$ cat config.mk
export PLATFORM = sky130hd
export DESIGN_NAME = macro_command_unit
export DESIGN_NICKNAME = d
export VERILOG_FILES = /design/src/inc/mcu_pkg.sv /design/src/logic/msf_compare.sv /design/src/logic/macro_command_unit.sv
export SDC_FILE = /design/constraint.sdc
export NUM_CORES = 1
export LEC_CHECK = 0
export BUFFER_PORTS_ARGS = -buffer_cell sky130_fd_sc_hd__buf_4
export CAP_MARGIN = 10
export CORE_MARGIN = 2
export CORE_UTILIZATION = 50
export DETAILED_ROUTE_END_ITERATION = 16
export GPL_TIMING_DRIVEN = 0
export PLACE_DENSITY = 0.88
export SLEW_MARGIN = 15
export SYNTH_ARGS = -nofsm -noshare
export SYNTH_HDL_FRONTEND = slang
export SYNTH_HIERARCHICAL = 1
export SYNTH_SLANG_ARGS = --single-unit
$ cat constraint.sdc
create_clock -name core_clk -period 4.15 [get_ports core_clk]
set_input_delay 0.415 -clock core_clk [delete_from_list [all_inputs] [get_ports core_clk]]
set_output_delay 0.415 -clock core_clk [all_outputs]
set_load 0.03 [all_outputs]
$ cat src/inc/mcu_pkg.sv
`default_nettype none
package mcu_pkg;
	localparam logic [15:0] CMD_RANGED_PLAY = 16'h040D;
	localparam logic [15:0] CMD_RESET       = 16'h8000;
	localparam logic [15:0] CMD_SCAN        = 16'h000A;
	localparam logic [15:0] CMD_BORDER      = 16'h0207;
	localparam logic [15:0] CMD_ERR_LEVEL   = 16'h0119;
	localparam logic [15:0] CMD_MASK        = 16'h0104;
	localparam logic [15:0] CMD_MUTE        = 16'h8118;
	localparam logic [15:0] CMD_PAUSE       = 16'h000E;
	localparam logic [15:0] CMD_STEP        = 16'h000B;
	localparam logic [15:0] CMD_SLOW        = 16'h0109;
	localparam logic [7:0]  SECTOR_MODE     = 8'h02;
	localparam int EV_STREAM_ERR = 0;
	localparam int EV_NEW_PIC    = 1;
	localparam int EV_SEQ_HDR    = 3;
	localparam int EV_RANGE      = 7;
	localparam int EV_UNDERFLOW  = 8;
	localparam int EV_SLOW_REQ   = 10;
	localparam int EV_USER_DATA  = 12;
	localparam int EV_PAUSE_END  = 13;
	localparam int EV_DUMP_END   = 14;
	localparam int EV_SUBMODE    = 15;
	localparam logic [15:0] EV_LEGAL_MASK = 16'hF58B;
	localparam logic [15:0] ENABLE_RESET  = 16'h0000;
	localparam logic [7:0]  BORDER_Y_RST  = 8'h10;
	localparam logic [7:0]  BORDER_C_RST  = 8'h80;
	localparam int SOFT_MUTE_MS     = 20;
	localparam int CLK_KHZ          = 20000;
	localparam int SOFT_MUTE_CYCLES = SOFT_MUTE_MS * CLK_KHZ;
	localparam logic [1:0] ATTEN_0DB  = 2'h0;
	localparam logic [1:0] ATTEN_12DB = 2'h1;
	localparam logic [1:0] ATTEN_MUTE = 2'h2;
	typedef enum logic [1:0] {PROC_IDLE, PROC_BUSY, PROC_DONE} proc_state_e;
	typedef struct packed {
		logic [7:0] minutes;
		logic [7:0] seconds;
		logic [7:0] frame;
	} msf_s;
	typedef struct packed {
		logic [15:0] opcode;
		logic [15:0] arg0;
		logic [15:0] arg1;
		logic [15:0] arg2;
		logic [15:0] arg3;
	} command_s;
	typedef struct packed {
		logic [7:0] y;
		logic [7:0] cb;
		logic [7:0] cr;
	} colour_s;
endpackage
`default_nettype wire

$ cat src/logic/msf_compare.sv
`timescale 1ns/1ns
`default_nettype none
module msf_compare (
	input  wire mcu_pkg::msf_s addr,
	input  wire mcu_pkg::msf_s start,
	input  wire mcu_pkg::msf_s stop,
	output logic               in_range,
	output logic               at_or_past_stop,
	output logic               before_start
);
	// packed bcd orders like binary, so one wide compare keeps field order
	always_comb begin
		before_start    = addr < start;
		at_or_past_stop = addr >= stop;
		in_range        = !before_start && !at_or_past_stop;
	end
endmodule // msf_compare
`default_nettype wire

$ cat src/logic/macro_command_unit.sv
`timescale 1ns/1ns
`default_nettype none
module macro_command_unit #(
	parameter int SOFT_MUTE_LEN = mcu_pkg::SOFT_MUTE_CYCLES
) (
	input  wire logic                   core_clk,
	input  wire logic                   rstn,
	input  wire logic                   cmd_valid,
	input  wire mcu_pkg::command_s      cmd,
	input  wire logic                   host_port_enable_pin,
	input  wire logic                   scan_select_pin,
	input  wire logic [1:0]             host_data_low_pins,
	input  wire logic                   sector_valid,
	input  wire mcu_pkg::msf_s          sector_addr,
	input  wire logic                   intra_pic_found,
	input  wire logic                   pic_has_user_data,
	input  wire logic                   pic_decoded,
	input  wire logic                   pic_corrupt,
	input  wire logic                   audio_unit_found,
	input  wire logic                   audio_sector_found,
	input  wire logic                   rate_buffer_empty,
	input  wire logic                   vblank,
	input  wire logic [15:0]            raw_events,
	input  wire logic                   last_sector_stored,
	output logic                        play_active,
	output logic                        video_decode_en,
	output logic                        audio_decode_en,
	output logic                        paused,
	output logic                        flush_bitstream,
	output logic                        discard_buffers,
	output logic                        user_data_store,
	output logic                        hold_still_picture,
	output logic                        conceal_errors,
	output logic                        abort_display,
	output logic                        border_fill,
	output mcu_pkg::colour_s            border_colour,
	output mcu_pkg::proc_state_e        proc_state,
	output logic [15:0]                 event_enable_word,
	output logic [15:0]                 int_status_word,
	output logic                        int_pin,
	output logic [1:0]                  audio_atten,
	output mcu_pkg::msf_s               resume_addr
);

	// ************************************************************
	// pin synchronisers
	// ************************************************************
	logic [4:0] pin_meta_r;
	logic [4:0] pin_sync_r;
	always_ff @(posedge core_clk) begin
		if (!rstn) begin
			pin_meta_r <= 5'h00;
			pin_sync_r <= 5'h00;
		end else begin
			pin_meta_r <= {host_port_enable_pin, scan_select_pin, host_data_low_pins,
				1'b0};
			pin_sync_r <= pin_meta_r;
		end
	end
	logic       host_en;
	logic       scan_pin;
	logic [1:0] mute_pins;
	assign host_en   = pin_sync_r[4];
	assign scan_pin  = pin_sync_r[3];
	assign mute_pins = pin_sync_r[2:1];

	logic scan_pin_d_r;
	always_ff @(posedge core_clk) begin
		if (!rstn) scan_pin_d_r <= 1'b0;
		else scan_pin_d_r <= scan_pin;
	end

	// ************************************************************
	// command decode
	// ************************************************************
	logic take;
	assign take = cmd_valid && host_en;
	logic is_reset;
	logic is_ranged;
	logic is_scan;
	logic is_playtype;
	assign is_reset  = take && cmd.opcode == mcu_pkg::CMD_RESET;
	assign is_ranged = take && cmd.opcode == mcu_pkg::CMD_RANGED_PLAY;
	// a scan pin edge stands in for the scan command with the port off
	assign is_scan   = (take && cmd.opcode == mcu_pkg::CMD_SCAN)
		|| (!host_en && scan_pin && !scan_pin_d_r);
	assign is_playtype = is_ranged || is_scan || (take && (cmd.opcode == mcu_pkg::CMD_PAUSE
		|| cmd.opcode == mcu_pkg::CMD_STEP || cmd.opcode == mcu_pkg::CMD_SLOW));

	logic zero_args;
	assign zero_args = {cmd.arg0, cmd.arg1, cmd.arg2, cmd.arg3} == 64'h0;

	// ************************************************************
	// ranged play and scan sequencer
	// ************************************************************
	typedef enum logic [2:0] {
		SQ_IDLE, SQ_SEEK, SQ_PLAY, SQ_DRAIN, SQ_PAUSED, SQ_SCAN, SQ_SCAN_DONE
	} seq_e;
	seq_e          seq_r;
	mcu_pkg::msf_s start_r;
	mcu_pkg::msf_s stop_r;
	logic          was_paused_r;
	logic          video_go_r;
	logic          audio_go_r;
	logic          pause_like_r;

	logic in_range;
	logic past_stop;
	logic before_start;
	msf_compare u_cmp (
		.addr            (sector_addr),
		.start           (start_r),
		.stop            (stop_r),
		.in_range        (in_range),
		.at_or_past_stop (past_stop),
		.before_start    (before_start)
	);

	logic range_ev;
	logic scan_ev;
	logic user_ev;
	always_comb begin
		range_ev = 1'b0;
		if (sector_valid && seq_r == SQ_SEEK && past_stop) range_ev = 1'b1;
		if (sector_valid && seq_r == SQ_PLAY && !in_range) range_ev = 1'b1;
	end
	assign scan_ev = seq_r == SQ_SCAN_DONE;
	assign user_ev = seq_r == SQ_SCAN && intra_pic_found && pic_has_user_data;

	always_ff @(posedge core_clk) begin
		if (!rstn || is_reset) begin
			seq_r <= SQ_IDLE;
		end else if (is_ranged && !(zero_args && !was_paused_r)) begin
			seq_r <= SQ_SEEK;
		end else if (is_scan) begin
			seq_r <= SQ_SCAN;
		end else begin
			case (seq_r)
				SQ_SEEK: if (sector_valid) begin
					if (past_stop) seq_r <= SQ_IDLE;
					else if (in_range) seq_r <= SQ_PLAY;
				end
				SQ_PLAY: if (sector_valid && (before_start || past_stop))
					seq_r <= past_stop ? SQ_DRAIN : SQ_IDLE;
				SQ_DRAIN: if (rate_buffer_empty) seq_r <= SQ_PAUSED;
				SQ_SCAN: if (pic_decoded && video_go_r) seq_r <= SQ_SCAN_DONE;
				SQ_SCAN_DONE: seq_r <= SQ_IDLE;
				default: ;
			endcase
		end
	end

	// ranged play bounds and resume point
	always_ff @(posedge core_clk) begin
		if (!rstn) begin
			start_r <= '0;
			stop_r  <= '1;
		end else if (is_ranged) begin
			if (zero_args && was_paused_r) begin
				start_r <= resume_addr;
				stop_r  <= '1;
			end else begin
				start_r <= {cmd.arg0, cmd.arg1[15:8]};
				stop_r  <= {cmd.arg2, cmd.arg3[15:8]};
			end
		end
	end

	always_ff @(posedge core_clk) begin
		if (!rstn || is_reset) begin
			resume_addr  <= '0;
			was_paused_r <= 1'b0;
		end else begin
			if (sector_valid && (seq_r == SQ_PLAY || seq_r == SQ_SEEK))
				resume_addr <= sector_addr;
			if (seq_r == SQ_PAUSED || (take && cmd.opcode == mcu_pkg::CMD_PAUSE))
				was_paused_r <= 1'b1;
			else if (is_ranged)
				was_paused_r <= 1'b0;
		end
	end

	// video waits for an intra picture; audio for its first unit
	always_ff @(posedge core_clk) begin
		if (!rstn || is_reset || is_playtype) begin
			video_go_r <= 1'b0;
			audio_go_r <= 1'b0;
		end else begin
			if ((seq_r == SQ_PLAY || seq_r == SQ_SCAN) && intra_pic_found)
				video_go_r <= 1'b1;
			if (seq_r == SQ_PLAY && audio_unit_found)
				audio_go_r <= 1'b1;
		end
	end

	always_ff @(posedge core_clk) begin
		if (!rstn || is_reset) pause_like_r <= 1'b0;
		else if (take && (cmd.opcode == mcu_pkg::CMD_PAUSE
			|| cmd.opcode == mcu_pkg::CMD_STEP || cmd.opcode == mcu_pkg::CMD_SLOW))
			pause_like_r <= 1'b1;
		else if (is_playtype || last_sector_stored) pause_like_r <= 1'b0;
	end

	// ************************************************************
	// data path outputs
	// ************************************************************
	always_ff @(posedge core_clk) begin
		if (!rstn) begin
			play_active        <= 1'b0;
			video_decode_en    <= 1'b0;
			audio_decode_en    <= 1'b0;
			paused             <= 1'b0;
			flush_bitstream    <= 1'b0;
			discard_buffers    <= 1'b0;
			user_data_store    <= 1'b0;
			hold_still_picture <= 1'b0;
			abort_display      <= 1'b0;
		end else begin
			play_active     <= seq_r == SQ_PLAY || seq_r == SQ_DRAIN;
			video_decode_en <= (seq_r == SQ_PLAY && video_go_r)
				|| seq_r == SQ_DRAIN || seq_r == SQ_SCAN;
			audio_decode_en <= (seq_r == SQ_PLAY && audio_go_r)
				|| (seq_r == SQ_SCAN && audio_sector_found
				&& audio_atten != mcu_pkg::ATTEN_MUTE);
			paused          <= seq_r == SQ_PAUSED;
			flush_bitstream <= scan_ev || is_reset;
			discard_buffers <= is_reset;
			user_data_store <= user_ev;
			if (is_reset || (is_playtype && !is_scan)) hold_still_picture <= 1'b0;
			else if (scan_ev) hold_still_picture <= 1'b1;
			abort_display   <= pic_corrupt && !conceal_errors;
		end
	end

	// ************************************************************
	// processing state: reset command sets done, any other taken command with opcode bit 15 clear sets busy
	// ************************************************************
	always_ff @(posedge core_clk) begin
		if (!rstn) proc_state <= mcu_pkg::PROC_IDLE;
		else if (is_reset) proc_state <= mcu_pkg::PROC_DONE;
		else if (take && !cmd.opcode[15])
			proc_state <= mcu_pkg::PROC_BUSY;
	end

	// ************************************************************
	// settings: border, error level, mask
	// ************************************************************
	mcu_pkg::colour_s border_pend_r;
	logic             border_new_r;
	always_ff @(posedge core_clk) begin
		if (!rstn) begin
			border_pend_r  <= {mcu_pkg::BORDER_Y_RST, mcu_pkg::BORDER_C_RST,
				mcu_pkg::BORDER_C_RST};
			border_new_r   <= 1'b0;
			border_colour  <= {mcu_pkg::BORDER_Y_RST, mcu_pkg::BORDER_C_RST,
				mcu_pkg::BORDER_C_RST};
			border_fill    <= 1'b0;
		end else begin
			if (take && cmd.opcode == mcu_pkg::CMD_BORDER) begin
				border_pend_r <= {cmd.arg1[15:8], cmd.arg1[7:0], cmd.arg0[7:0]};
				border_new_r  <= 1'b1;
			end else if (vblank) begin
				border_new_r <= 1'b0;
			end
			if (vblank && border_new_r) border_colour <= border_pend_r;
			border_fill <= is_reset;
		end
	end

	always_ff @(posedge core_clk) begin
		if (!rstn) conceal_errors <= 1'b0;
		else if (take && cmd.opcode == mcu_pkg::CMD_ERR_LEVEL)
			conceal_errors <= cmd.arg0[0];
	end

	always_ff @(posedge core_clk) begin
		if (!rstn) event_enable_word <= mcu_pkg::ENABLE_RESET;
		else if (take && cmd.opcode == mcu_pkg::CMD_MASK)
			event_enable_word <= cmd.arg0 & mcu_pkg::EV_LEGAL_MASK;
	end

	// ************************************************************
	// event collection
	// ************************************************************
	logic [15:0] events;
	always_comb begin
		events = raw_events & mcu_pkg::EV_LEGAL_MASK;
		events[mcu_pkg::EV_RANGE]      = range_ev;
		events[mcu_pkg::EV_USER_DATA]  = user_ev;
		// pause end only counts for pause, step and slow motion
		events[mcu_pkg::EV_PAUSE_END]  = pause_like_r && last_sector_stored;
	end
	logic [15:0] fired;
	assign fired = events & event_enable_word;

	// status word is cleared by reset command; events that coincide still land
	always_ff @(posedge core_clk) begin
		if (!rstn) begin
			int_status_word <= 16'h0000;
			int_pin         <= 1'b0;
		end else begin
			int_status_word <= (is_reset ? 16'h0000 : int_status_word) | fired;
			if (fired != 16'h0000 || (!host_en && scan_ev)) int_pin <= 1'b1;
			else if (is_reset || is_playtype) int_pin <= 1'b0;
		end
	end

	// ************************************************************
	// audio attenuation with soft mute ramp
	// ************************************************************
	logic [1:0]  mute_sel_r;
	logic [23:0] ramp_r;
	always_ff @(posedge core_clk) begin
		if (!rstn) mute_sel_r <= 2'h0;
		else if (!host_en) mute_sel_r <= mute_pins;
		else if (take && cmd.opcode == mcu_pkg::CMD_MUTE)
			mute_sel_r <= cmd.arg0[1:0];
	end
	always_ff @(posedge core_clk) begin
		if (!rstn) begin
			ramp_r      <= 24'h000000;
			audio_atten <= mcu_pkg::ATTEN_0DB;
		end else begin
			case (mute_sel_r)
				2'h0: begin
					ramp_r      <= 24'h000000;
					audio_atten <= mcu_pkg::ATTEN_0DB;
				end
				2'h2: begin
					// full mute only once the 20 ms ramp has run out
					if (ramp_r < 24'(SOFT_MUTE_LEN)) ramp_r <= ramp_r + 24'h000001;
					else audio_atten <= mcu_pkg::ATTEN_MUTE;
				end
				default: begin
					ramp_r      <= 24'h000000;
					audio_atten <= mcu_pkg::ATTEN_12DB;
				end
			endcase
		end
	end

endmodule // macro_command_unit
`default_nettype wire

## After elaboration in Yosys (flattened, before gate mapping)

Index checks and enable logic that the tools add are counted.

| word-level totals | value |
|---|---|
| bits in registers | 206 |
| input port bits | 137 |
| word-level logic and storage cells | 203 |

| cells by class | value |
|---|---|
| add/sub/neg operators | 1 |
| magnitude comparators | 3 |
| equality and inequality tests | 35 |
| multiplexer cells | 29 |
| bitwise operators | 3 |
| reduce and logical (&&, ||, !) cells | 87 |

Operators by type and width:

| kind | count |
|---|---|
| $logic_not A64 Y1 | 1 |
| $eq A16 B4 Y1 const B | 3 |
| $eq A16 B9 Y1 const B | 3 |
| $mux W24 | 2 |
| $logic_and A1 B1 Y1 | 37 |
| $eq A16 B16 Y1 const B | 2 |
| $add A24 B1 Y24 const B | 1 |
| $ge A24 B24 Y1 | 1 |
| $lt A24 B19 Y1 const B | 1 |
| $lt A24 B24 Y1 | 1 |
| $mux W3 | 7 |
| $logic_or A1 B1 Y1 | 20 |
| $reduce_and A6 Y1 | 3 |
| $and A16 B16 Y16 | 1 |
| $eq A16 B10 Y1 const B | 1 |
| $eq A16 B11 Y1 const B | 1 |
| $mux W16 | 1 |
| $ne A4 B4 Y1 const B | 4 |
| $or A16 B16 Y16 | 1 |
| $reduce_bool A16 Y1 | 1 |
| $ne A3 B3 Y1 const B | 5 |
| $pmux W3 S5 | 1 |
| $mux W2 | 6 |
| $ne A2 B2 Y1 const B | 6 |
| 19 further kinds | 48 |

## Logic depth before layout (Yosys ltp)

Gate-level depths: netlist of the first run.

| depth | value |
|---|---|
| depth after elaboration | 10 |
| depth in mapped cells | 13 |
| depth with buffers taken out | 13 |

## Cells and area by module

The synthesis of the first run kept the hierarchy.

Modules (own cells, without submodules):

| module | times used | cells an instance | area each (sq um) | seq. area each (sq um) |
|---|---|---|---|---|
| macro_command_unit | 1 | 942 | 7758.7 | 3963.8 |
| msf_compare | 1 | 161 | 1196.1 | 0.0 |

## Worst setup path after synthesis of the first run

Ideal clock, no wire load.

| timing | value |
|---|---|
| path kind | input-to-reg |
| from | in sector_addr[2] (netlist bit) |
| to | reg seq_r[0] |
| arrival time | 2.871 ns |
| required time | 4.069 ns |
| path slack | 1.198 ns |
| stages | 11 |
| path buffers | 0 |
| cells stage by stage | ha_1 > a211o_1 > a31oi_1 > nor3_1 > a2111o_1 > a311oi_2 > o21ai_0 > a22o_1 > a211o_1 > or4_1 > a41oi_1 |

| on the way | value |
|---|---|
| elaborated cells between the ends (all ways) | 17 |

RTL lines:

| what | line | RTL |
|---|---|---|
| start, declared | macro_command_unit.sv:14 | `input wire mcu_pkg::msf_s sector_addr,` |
| $lt A24 B24 Y1 / $ge A24 B24 Y1 (equally long branches) | msf_compare.sv:13, msf_compare.sv:14 |  |
| $logic_not A1 Y1 | msf_compare.sv:15 | `in_range = !before_start && !at_or_past_stop;` |
| $logic_and A1 B1 Y1 * | msf_compare.sv:15 |  |
| named net in_range | macro_command_unit.sv:107 | `logic in_range;` |
| $ne A5 B4 Y1 (no source line) * | - |  |
| $reduce_and A6 Y1 (no source line) * | - |  |
| end signal, assigned | macro_command_unit.sv:144 | `seq_r <= past_stop ? SQ_DRAIN : SQ_IDLE;` |
| end, declared | macro_command_unit.sv:99 | `seq_e seq_r;` |

The timed path passes the listed nets; every way through them passes the cells marked *. The select of a mux whose other input is x is not followed.
A chain may end at the register's enable or synchronous reset.

## Worst setup path after layout of the first run

| timing | value |
|---|---|
| from | reg start_r[22] (netlist bit) |
| to | reg seq_r[0] |

| on the way | value |
|---|---|
| word-level cells in the longest chain between the ends | 5 |
| elaborated cells between the ends (all ways) | 8 |

RTL lines:

| what | line | RTL |
|---|---|---|
| start, declared | macro_command_unit.sv:100 | `mcu_pkg::msf_s start_r;` |
| start signal, assigned | macro_command_unit.sv:160 | `start_r <= resume_addr;` |
| start signal, assigned | macro_command_unit.sv:163 | `start_r <= {cmd.arg0, cmd.arg1[15:8]};` |
| $lt A24 B24 Y1 | msf_compare.sv:13 | `before_start = addr < start;` |
| named net before_start | macro_command_unit.sv:109 | `logic before_start;` |
| $logic_not A1 Y1 | msf_compare.sv:15 |  |
| $logic_and A1 B1 Y1 | msf_compare.sv:15 |  |
| named net in_range | macro_command_unit.sv:107 |  |
| $ne A5 B4 Y1 (no source line) | - |  |
| $reduce_and A6 Y1 (no source line) | - |  |

The timed path passes the listed nets, and every way through them passes these cells.

==> results of run 1 <==
[layer usage]
metal | track usage | up-vias
li1 | - | 4268
met3 | 0.0574 | 99
met1 | 0.371 | 4220
met4 | 0.124 | 0
met5 | 0 | -
met2 | 0.511 | 500
[path summary, 6_finish.rpt]
path,slack [ns],start,cells past startpoint,end
setup / recovery,0.88,start_r[22],11,seq_r[0]
hold reg to reg,0.44,pin_meta_r[3],1,pin_sync_r[3]
setup reg to reg,0.88,start_r[22],11,seq_r[0]
hold / removal,0.20,scan_select_pin,2,pin_meta_r[3]
[flip-flops by register name, summed over array words and instances, names as in the netlist, 2 cells and up]
signal,cells
audio_atten,2
border_colour,24
border_pend_r,24
event_enable_word,10
int_status_word,10
mute_sel_r,2
pin_meta_r,4
pin_sync_r,4
proc_state,2
ramp_r,24
resume_addr,24
seq_r,3
start_r,24
stop_r,24
[cells in the final DEF, fill, tap and decap left out, types with 17 or more instances in the layout]
cell       Yosys  layout
dfxtp_1      198     198
and2_1        21      21
nor4_1        26      26
ha_1          48      48
a21oi_1      100     100
o21ai_0       59      59
nor2_1       110     110
nor3_1        42      42
a211oi_1      27      27
nand2_1      192     192
clkbuf_1      38      38
nand3_1       22      22
buf_4         17     228
inv_1         55      55
clkbuf_16      0      17
[area by class of cell]
class	instances	share of cell area
Inverter	55	0.0180
Clock buffer	19	0.0395
Multi-Input combinational cell	790	0.391
Clock inverter	13	0.0127
Buffer	71	0.0299
Timing Repair Buffer	211	0.138
Sequential cell	198	0.346
Tap cell	225	0.0246
[logic make-up after synthesis]
family                   count (synthesis)
AND/OR/NAND/NOR                        469
AO/OA/AOI/OAI                          230
flip-flops                             198
buffers and inverters                  126
adder cells (fa/ha/maj)                 48
XOR/XNOR                                17
multiplexers                            14
other                                    1
[stage by stage]
stage | utilization | cells | total power, uW
floorplan | - | 1114 | 2110
global placement | 0.624 | 1550 | 2290
detailed placement | 0.624 | 1550 | 2300
CTS | 0.658 | 1582 | 3950
global route | 0.658 | 1582 | 4050
finish | 0.658 | 1582 | 3950
[critical path: stages, from the launching register on]
cell	delay, ns
dfxtp_1	0.34
inv_1	0.05
ha_1	0.31
nand4_1	0.29
a2111oi_4	0.41
a211oi_2	0.16
a311oi_2	0.34
o21ai_0	0.13
a22o_1	0.24
a211o_1	0.29
or4_1	0.42
a41oi_1	0.21
[power breakdown]
part	leakage [uW]	total [uW]	switching, uW	internal [uW]
logic	0.00295	340	193	147
clock network	0.000292	1680	751	928
registers	0.00160	1930	12.4	1910
total	0.00484	3950	957	2990
==> summary.json, run 1 <==
{
  "vias_per_cell": 5.74,
  "critical_path_end_type": "flip-flop",
  "post_synth_instance_area_sq_um": 8950,
  "vias": 9087,
  "numClockSinks": 198,
  "yosysMostFrequentCell": "dfxtp_1",
  "seq_area_sq_um": 3960,
  "rows": 48,
  "worst_ir_drop_vdd_mv": 0.315,
  "max_slew.worst_pin.slew_ns": 0.755,
  "ctsResizeCount": 0,
  "floorplan.io_pins": 233,
  "timing.final.ws_setup_ns": 0.875,
  "worst_ep_arrival_time_ns": 3.63,
  "synth_compound_area_frac": 0.156,
  "place_congestion": 0.952,
  "synth.distinct_cells": 63,
  "max_freq_mhz": 305,
  "antenna_cells": 0,
  "vias_in_the_first_global_route": 8434,
  "cell_area_after_layout_sq_um": 11500,
  "main_combinational_cell_family_by_area_after_synthesis": "simple AND/OR/NAND/NOR gates",
  "synth_top_area_share": 0.443,
  "synth_enable_flop_cells": 0,
  "dpl.hpwl_um": 22000,
  "clk_latency_ns": 0.44,
  "post_synth_most_frequent_cells": "dfxtp_1, nand2_1, nor2_1",
  "route.met2.wl_um": 13800,
  "fillCellCount": 1424,
  "detailedRoute.firstIterationViolations": 942,
  "pre_cts_slack_ns": 0.756,
  "number_of_antenna_violations_at_the_first_check_in_global_routing": 0,
  "tritoncts": "yes",
  "hold_viol_final": 0,
  "final_nets": 1529,
  "cts-buffers-inserted": 17,
  "cts-root-buf": "clkbuf_16",
  "drt_wl_total_um": 28700,
  "maxSlewViolCount": 0,
  "syn2layout_area_growth_pct": 28.0,
  "clk_transition_reported_paths_ns": 0.07,
  "post_synth_mux_area_share": 0.0156,
  "multiInputGateArea_sq_um": 4480,
  "setup-tns-final_ns": 0,
  "routed_met1_length_um": 11400,
  "grt-ovfl-total": 0,
  "synth-seq-cells": 198,
  "io_buffers": 211,
  "rsz0062_at_grt": "no",
  "initial_core_util": 0.514,
  "avgSynthCellArea_sq_um": 8.12,
  "cts_htree_levels": 4,
  "total_leakage_power_uw": 0.00484,
  "postSynthCellCount": 1103,
  "layout_min_cycle_time_ns": 3.27,
  "dpl-instance-area_sq_um": 10900,
  "synth-main-ff-cell": "dfxtp_1",
  "run_status": "finished, final reports clean",
  "finalSetupViolations": 0,
  "yosys-top-cells-area": "dfxtp_1, nand2_1, ha_1, a21oi_1, nor2_1",
  "grt_pass1_wl_um": 43500,
  "ys.warnings.count": 6,
  "synth-xor-area-share": 0.0166,
  "first_pass_iters": 5,
  "p_per_area_nw_per_um2": 344,
  "yosys.area_share.simple": 0.240,
  "die_height_um": 138,
  "detail_route.wl_per_cell_um": 18.2,
  "die-width_um": 138,
  "grt_start_max_net_pins": 18,
  "synth_adder_area_share": 0.0671,
  "holdCritPathClass": "primary input to flip-flop",
  "die_area_sq_um": 19000,
  "post_cts.repair.setup_buffers": 0,
  "cts_max_path_buffers": 2,
  "grtUsageTotal": 0.300,
  "post_route_cells_drive_above_1_share": 0.206,
  "met3WireLength_um": 2480,
  "post-route-drc-count": 0,
  "core_area_sq_um": 17400,
  "synth-async-reset-ratio": 0,
  "hold-worst-slack_ns": 0.204,
  "cap_violations": 0,
  "worstPathMaxFanout": 3,
  "cts_hold_buffers": 0,
  "worst-setup-path-type": "flip-flop to flip-flop",
  "slew-limit-headroom": 0.492,
  "synth_area_leader_cell": "dfxtp_1",
  "detail-route-antenna-nets": 0,
  "worst_ep_required_time_ns": 4.51,
  "timing.final.crit_share": 0.789,
  "ys_seq_area_frac": 0.443,
  "timing.clock.skew_ns": 0.0114,
  "highest_layer": "met4",
  "timing.critical_path.from_type": "flip-flop"
}
Power figures use the tool's default switching activity.
==> run 2, diff against run 1 <==
--- a/config.mk
+++ b/config.mk
@@ -5,13 +5,14 @@
 export SDC_FILE = /design/constraint.sdc
 export NUM_CORES = 1
 export LEC_CHECK = 0
+export ABC_AREA = 1
 export BUFFER_PORTS_ARGS = -buffer_cell sky130_fd_sc_hd__buf_4
 export CAP_MARGIN = 10
 export CORE_MARGIN = 2
 export CORE_UTILIZATION = 50
 export DETAILED_ROUTE_END_ITERATION = 16
 export GPL_TIMING_DRIVEN = 0
-export PLACE_DENSITY = 0.88
+export PLACE_DENSITY = 0.87
 export SLEW_MARGIN = 15
 export SYNTH_ARGS = -nofsm -noshare
 export SYNTH_HDL_FRONTEND = slang
==> constraint.sdc (replaced) <==
create_clock -name core_clk -period 3.05 [get_ports core_clk]
set_input_delay 0.305 -clock core_clk [delete_from_list [all_inputs] [get_ports core_clk]]
set_output_delay 0.305 -clock core_clk [all_outputs]
set_load 0.03 [all_outputs]
==> summary.json, run 2 <==
{
  "cts-root-buf": "clkbuf_16",
  "io_buffers": 210,
  "synth_area_leader_cell": "dfxtp_1",
  "ys.warnings.count": 6,
  "grt_start_max_net_pins": 19,
  "rsz0062_at_grt": "no",
  "rows": 51,
  "floorplan.io_pins": 233,
  "run_status": "finished, final reports clean",
  "postSynthCellCount": 1435,
  "worst_ep_arrival_time_ns": 2.95,
  "die-width_um": 145,
  "p_per_area_nw_per_um2": 494,
  "vias_per_cell": 5.18,
  "worstPathMaxFanout": 6,
  "vias_in_the_first_global_route": 9721,
  "mostFrequentLayoutCell": "nand2_1",
  "power_frac_clock": 0.378,
  "cts_htree_levels": 4,
  "place_congestion": 0.912,
  "hold-path-endpoint": "pin_meta_r[3]",
  "total_power_uw": 6170,
  "first_pass_iters": 7,
  "maxSlewViolCount": 0,
  "cts_hold_buffers": 0,
  "worst_ir_drop_vdd_mv": 0.358,
  "ctsResizeCount": 0,
  "synth-async-reset-ratio": 0,
  "timing.critical_path.from_type": "flip-flop",
  "max_freq_mhz": 384,
  "fillCellCount": 1706,
  "cap_violations": 0,
  "mostFrequentLayoutCells": "nand2_1, buf_4, dfxtp_1, inv_1, nor2_1",
  "min_path_cells": 3,
  "synth-main-ff-cell": "dfxtp_1",
  "yosys-top-cells-area": "dfxtp_1, nand2_1, a21oi_1, inv_1, ha_1",
  "synth-seq-cells": 198,
  "worstHoldStart": "scan_select_pin",
  "synth_enable_flop_cells": 0,
  "seq_power_share": 0.449,
  "max_slew.worst_pin.slew_ns": 0.667,
  "worst_ep_required_time_ns": 3.40,
  "yosysMostFrequentCell": "nand2_1",
  "holdCritPathClass": "primary input to flip-flop",
  "number_of_antenna_violations_at_the_first_check_in_global_routing": 0,
  "post_synth_most_frequent_cells": "nand2_1, dfxtp_1, inv_1",
  "die_area_sq_um": 21000,
  "clk_transition_reported_paths_ns": 0.07,
  "finalSetupViolations": 0,
  "die_height_um": 145,
  "rr_worst_depth": 17,
  "timing.final.crit_share": 0.853,
  "post-route-util": 0.642,
  "antenna_cells": 0,
  "ys_seq_area_frac": 0.399,
  "r2r_end": "seq_r[0]",
  "initial_core_util": 0.511,
  "post_route_cells_drive_above_1_share": 0.184,
  "critical_path_end_type": "flip-flop",
  "multiInputGateArea_sq_um": 4840,
  "seq_area_sq_um": 3960,
  "timing.clock.skew_ns": 0.00973,
  "power_report.internal_total_uw": 4330,
  "synth.distinct_cells": 37,
  "cts_max_path_buffers": 2,
  "grtUsageTotal": 0.278,
  "detailedRoute.firstIterationViolations": 754,
  "cts-buffers-inserted": 17,
  "core_area_sq_um": 19500,
  "syn2layout_area_growth_pct": 25.7,
  "reg2reg_setup_slack_ns": 0.45,
  "slew-limit-headroom": 0.555,
  "power_switching_share": 0.299,
  "detail_route.wl_per_cell_um": 15.1,
  "dpl.hpwl_um": 22900,
  "clk_latency_ns": 0.45,
  "total_leakage_power_uw": 0.00576,
  "tritoncts": "yes",
  "hold_viol_final": 0,
  "avgSynthCellArea_sq_um": 6.93,
  "post_synth_instance_area_sq_um": 9940,
  "timing.rr.start": "stop_r[23]",
  "drt_wl_total_um": 29500,
  "post-route-drc-count": 0,
  "grt_pass1_wl_um": 47400,
  "worst-setup-path-type": "flip-flop to flip-flop",
  "detail-route-antenna-nets": 0,
  "numClockSinks": 198,
  "final_nets": 1860,
  "synth_top_area_share": 0.399,
  "power_switching_uw": 1840,
  "setup-tns-final_ns": 0,
  "layout_min_cycle_time_ns": 2.60,
  "post_cts.repair.setup_buffers": 0,
  "vias": 10100,
  "grt-ovfl-total": 0,
  "power_frac_comb": 0.173
}
run 2: changes by cell type in the layout (fill, tap and decap cells not counted), sizes merged, moves of 24 or more:
| cell | change |
|---|---|
| nor3 | -26 |
| o21ai | +61 |
| nand3 | +63 |
| a211oi | -27 |
| nand2 | +131 |
| nor4 | -24 |
| nor2 | +53 |
| inv | +145 |
| a21oi | +48 |
run 2: stage by stage:
stage	cells	hold slack, ns	worst slack [ns]	instance area (sq um)
global route	1953	0.0569	0.338	12500
global placement	1921	0.396	0.468	11900
finish	1953	0.0426	0.447	12500
detailed placement	1921	0.398	0.503	11900
floorplan	1446	0.390	1.07	9980
CTS	1953	0.0322	0.552	12500
run 2: layout make-up:
cell class	count	share of cell area
clock buffer	19	0.0355
clock inverter	13	0.0128
buffer	71	0.0345
multi-input combinational	979	0.388
inverter	198	0.0595
sequential	198	0.317
timing repair buffer	210	0.126
tap	265	0.0265
run 2: per-layer routing:
metal | GRT usage | vias up | share of wire
met4 | 0.123 | 0 | 0.036
met5 | 0 | - | 0
met2 | 0.469 | 401 | 0.48
li1 | - | 5071 | -
met3 | 0.0642 | 72 | 0.081
met1 | 0.338 | 4565 | 0.41
run 2: worst max-delay path, cell delays in order, from the launching register on:
cell and delay [ns]:
dfxtp_1 0.34, inv_1 0.07, ha_1 0.31, nand4_1 0.10, nor2_1 0.25, nand2_1 0.12, a21oi_1 0.22, nor2_1 0.13
inv_1 0.17, o21ai_0 0.13, nand2_1 0.10, nand2_1 0.05, nor2_1 0.15, nand3_1 0.10, nand2_1 0.07, nand3_1 0.09
nand2_1 0.07, inv_1 0.03
run 2: power by group through the flow:
stage	Clock (uW)	Combinational [uW]	Sequential, uW
2_1_floorplan	0	466	2950
3_3_place_gp	0	1040	2830
3_5_place_dp	0	1050	2830
4_1_cts	2340	1060	2770
5_1_grt	2440	1160	2790
6_report	2330	1070	2770
run 2: how the worst max path moves through the flow:
stage               startpoint  endpoint  slack, ns  depth (start not counted)
6_report            stop_r[23]  seq_r[0]       0.45                         17
5_1_grt             stop_r[23]  seq_r[0]       0.34                         17
4_1_cts             stop_r[23]  seq_r[0]       0.55                         17
3_5_place_dp   sector_addr[19]  seq_r[0]       0.50                         19
3_3_place_gp   sector_addr[19]  seq_r[0]       0.47                         19
2_1_floorplan       stop_r[15]  seq_r[0]       1.07                         20
run 2: logic make-up after synthesis:
logic type / count (synthesis) / synth area share
fa+ha+maj: 48 / 0.0604
xor+xnor: 11 / 0.00969
simple gates: 632 / 0.272
flops: 198 / 0.399
buf+inv: 269 / 0.118
compound gates: 276 / 0.140
other cells: 1 / 0.000377
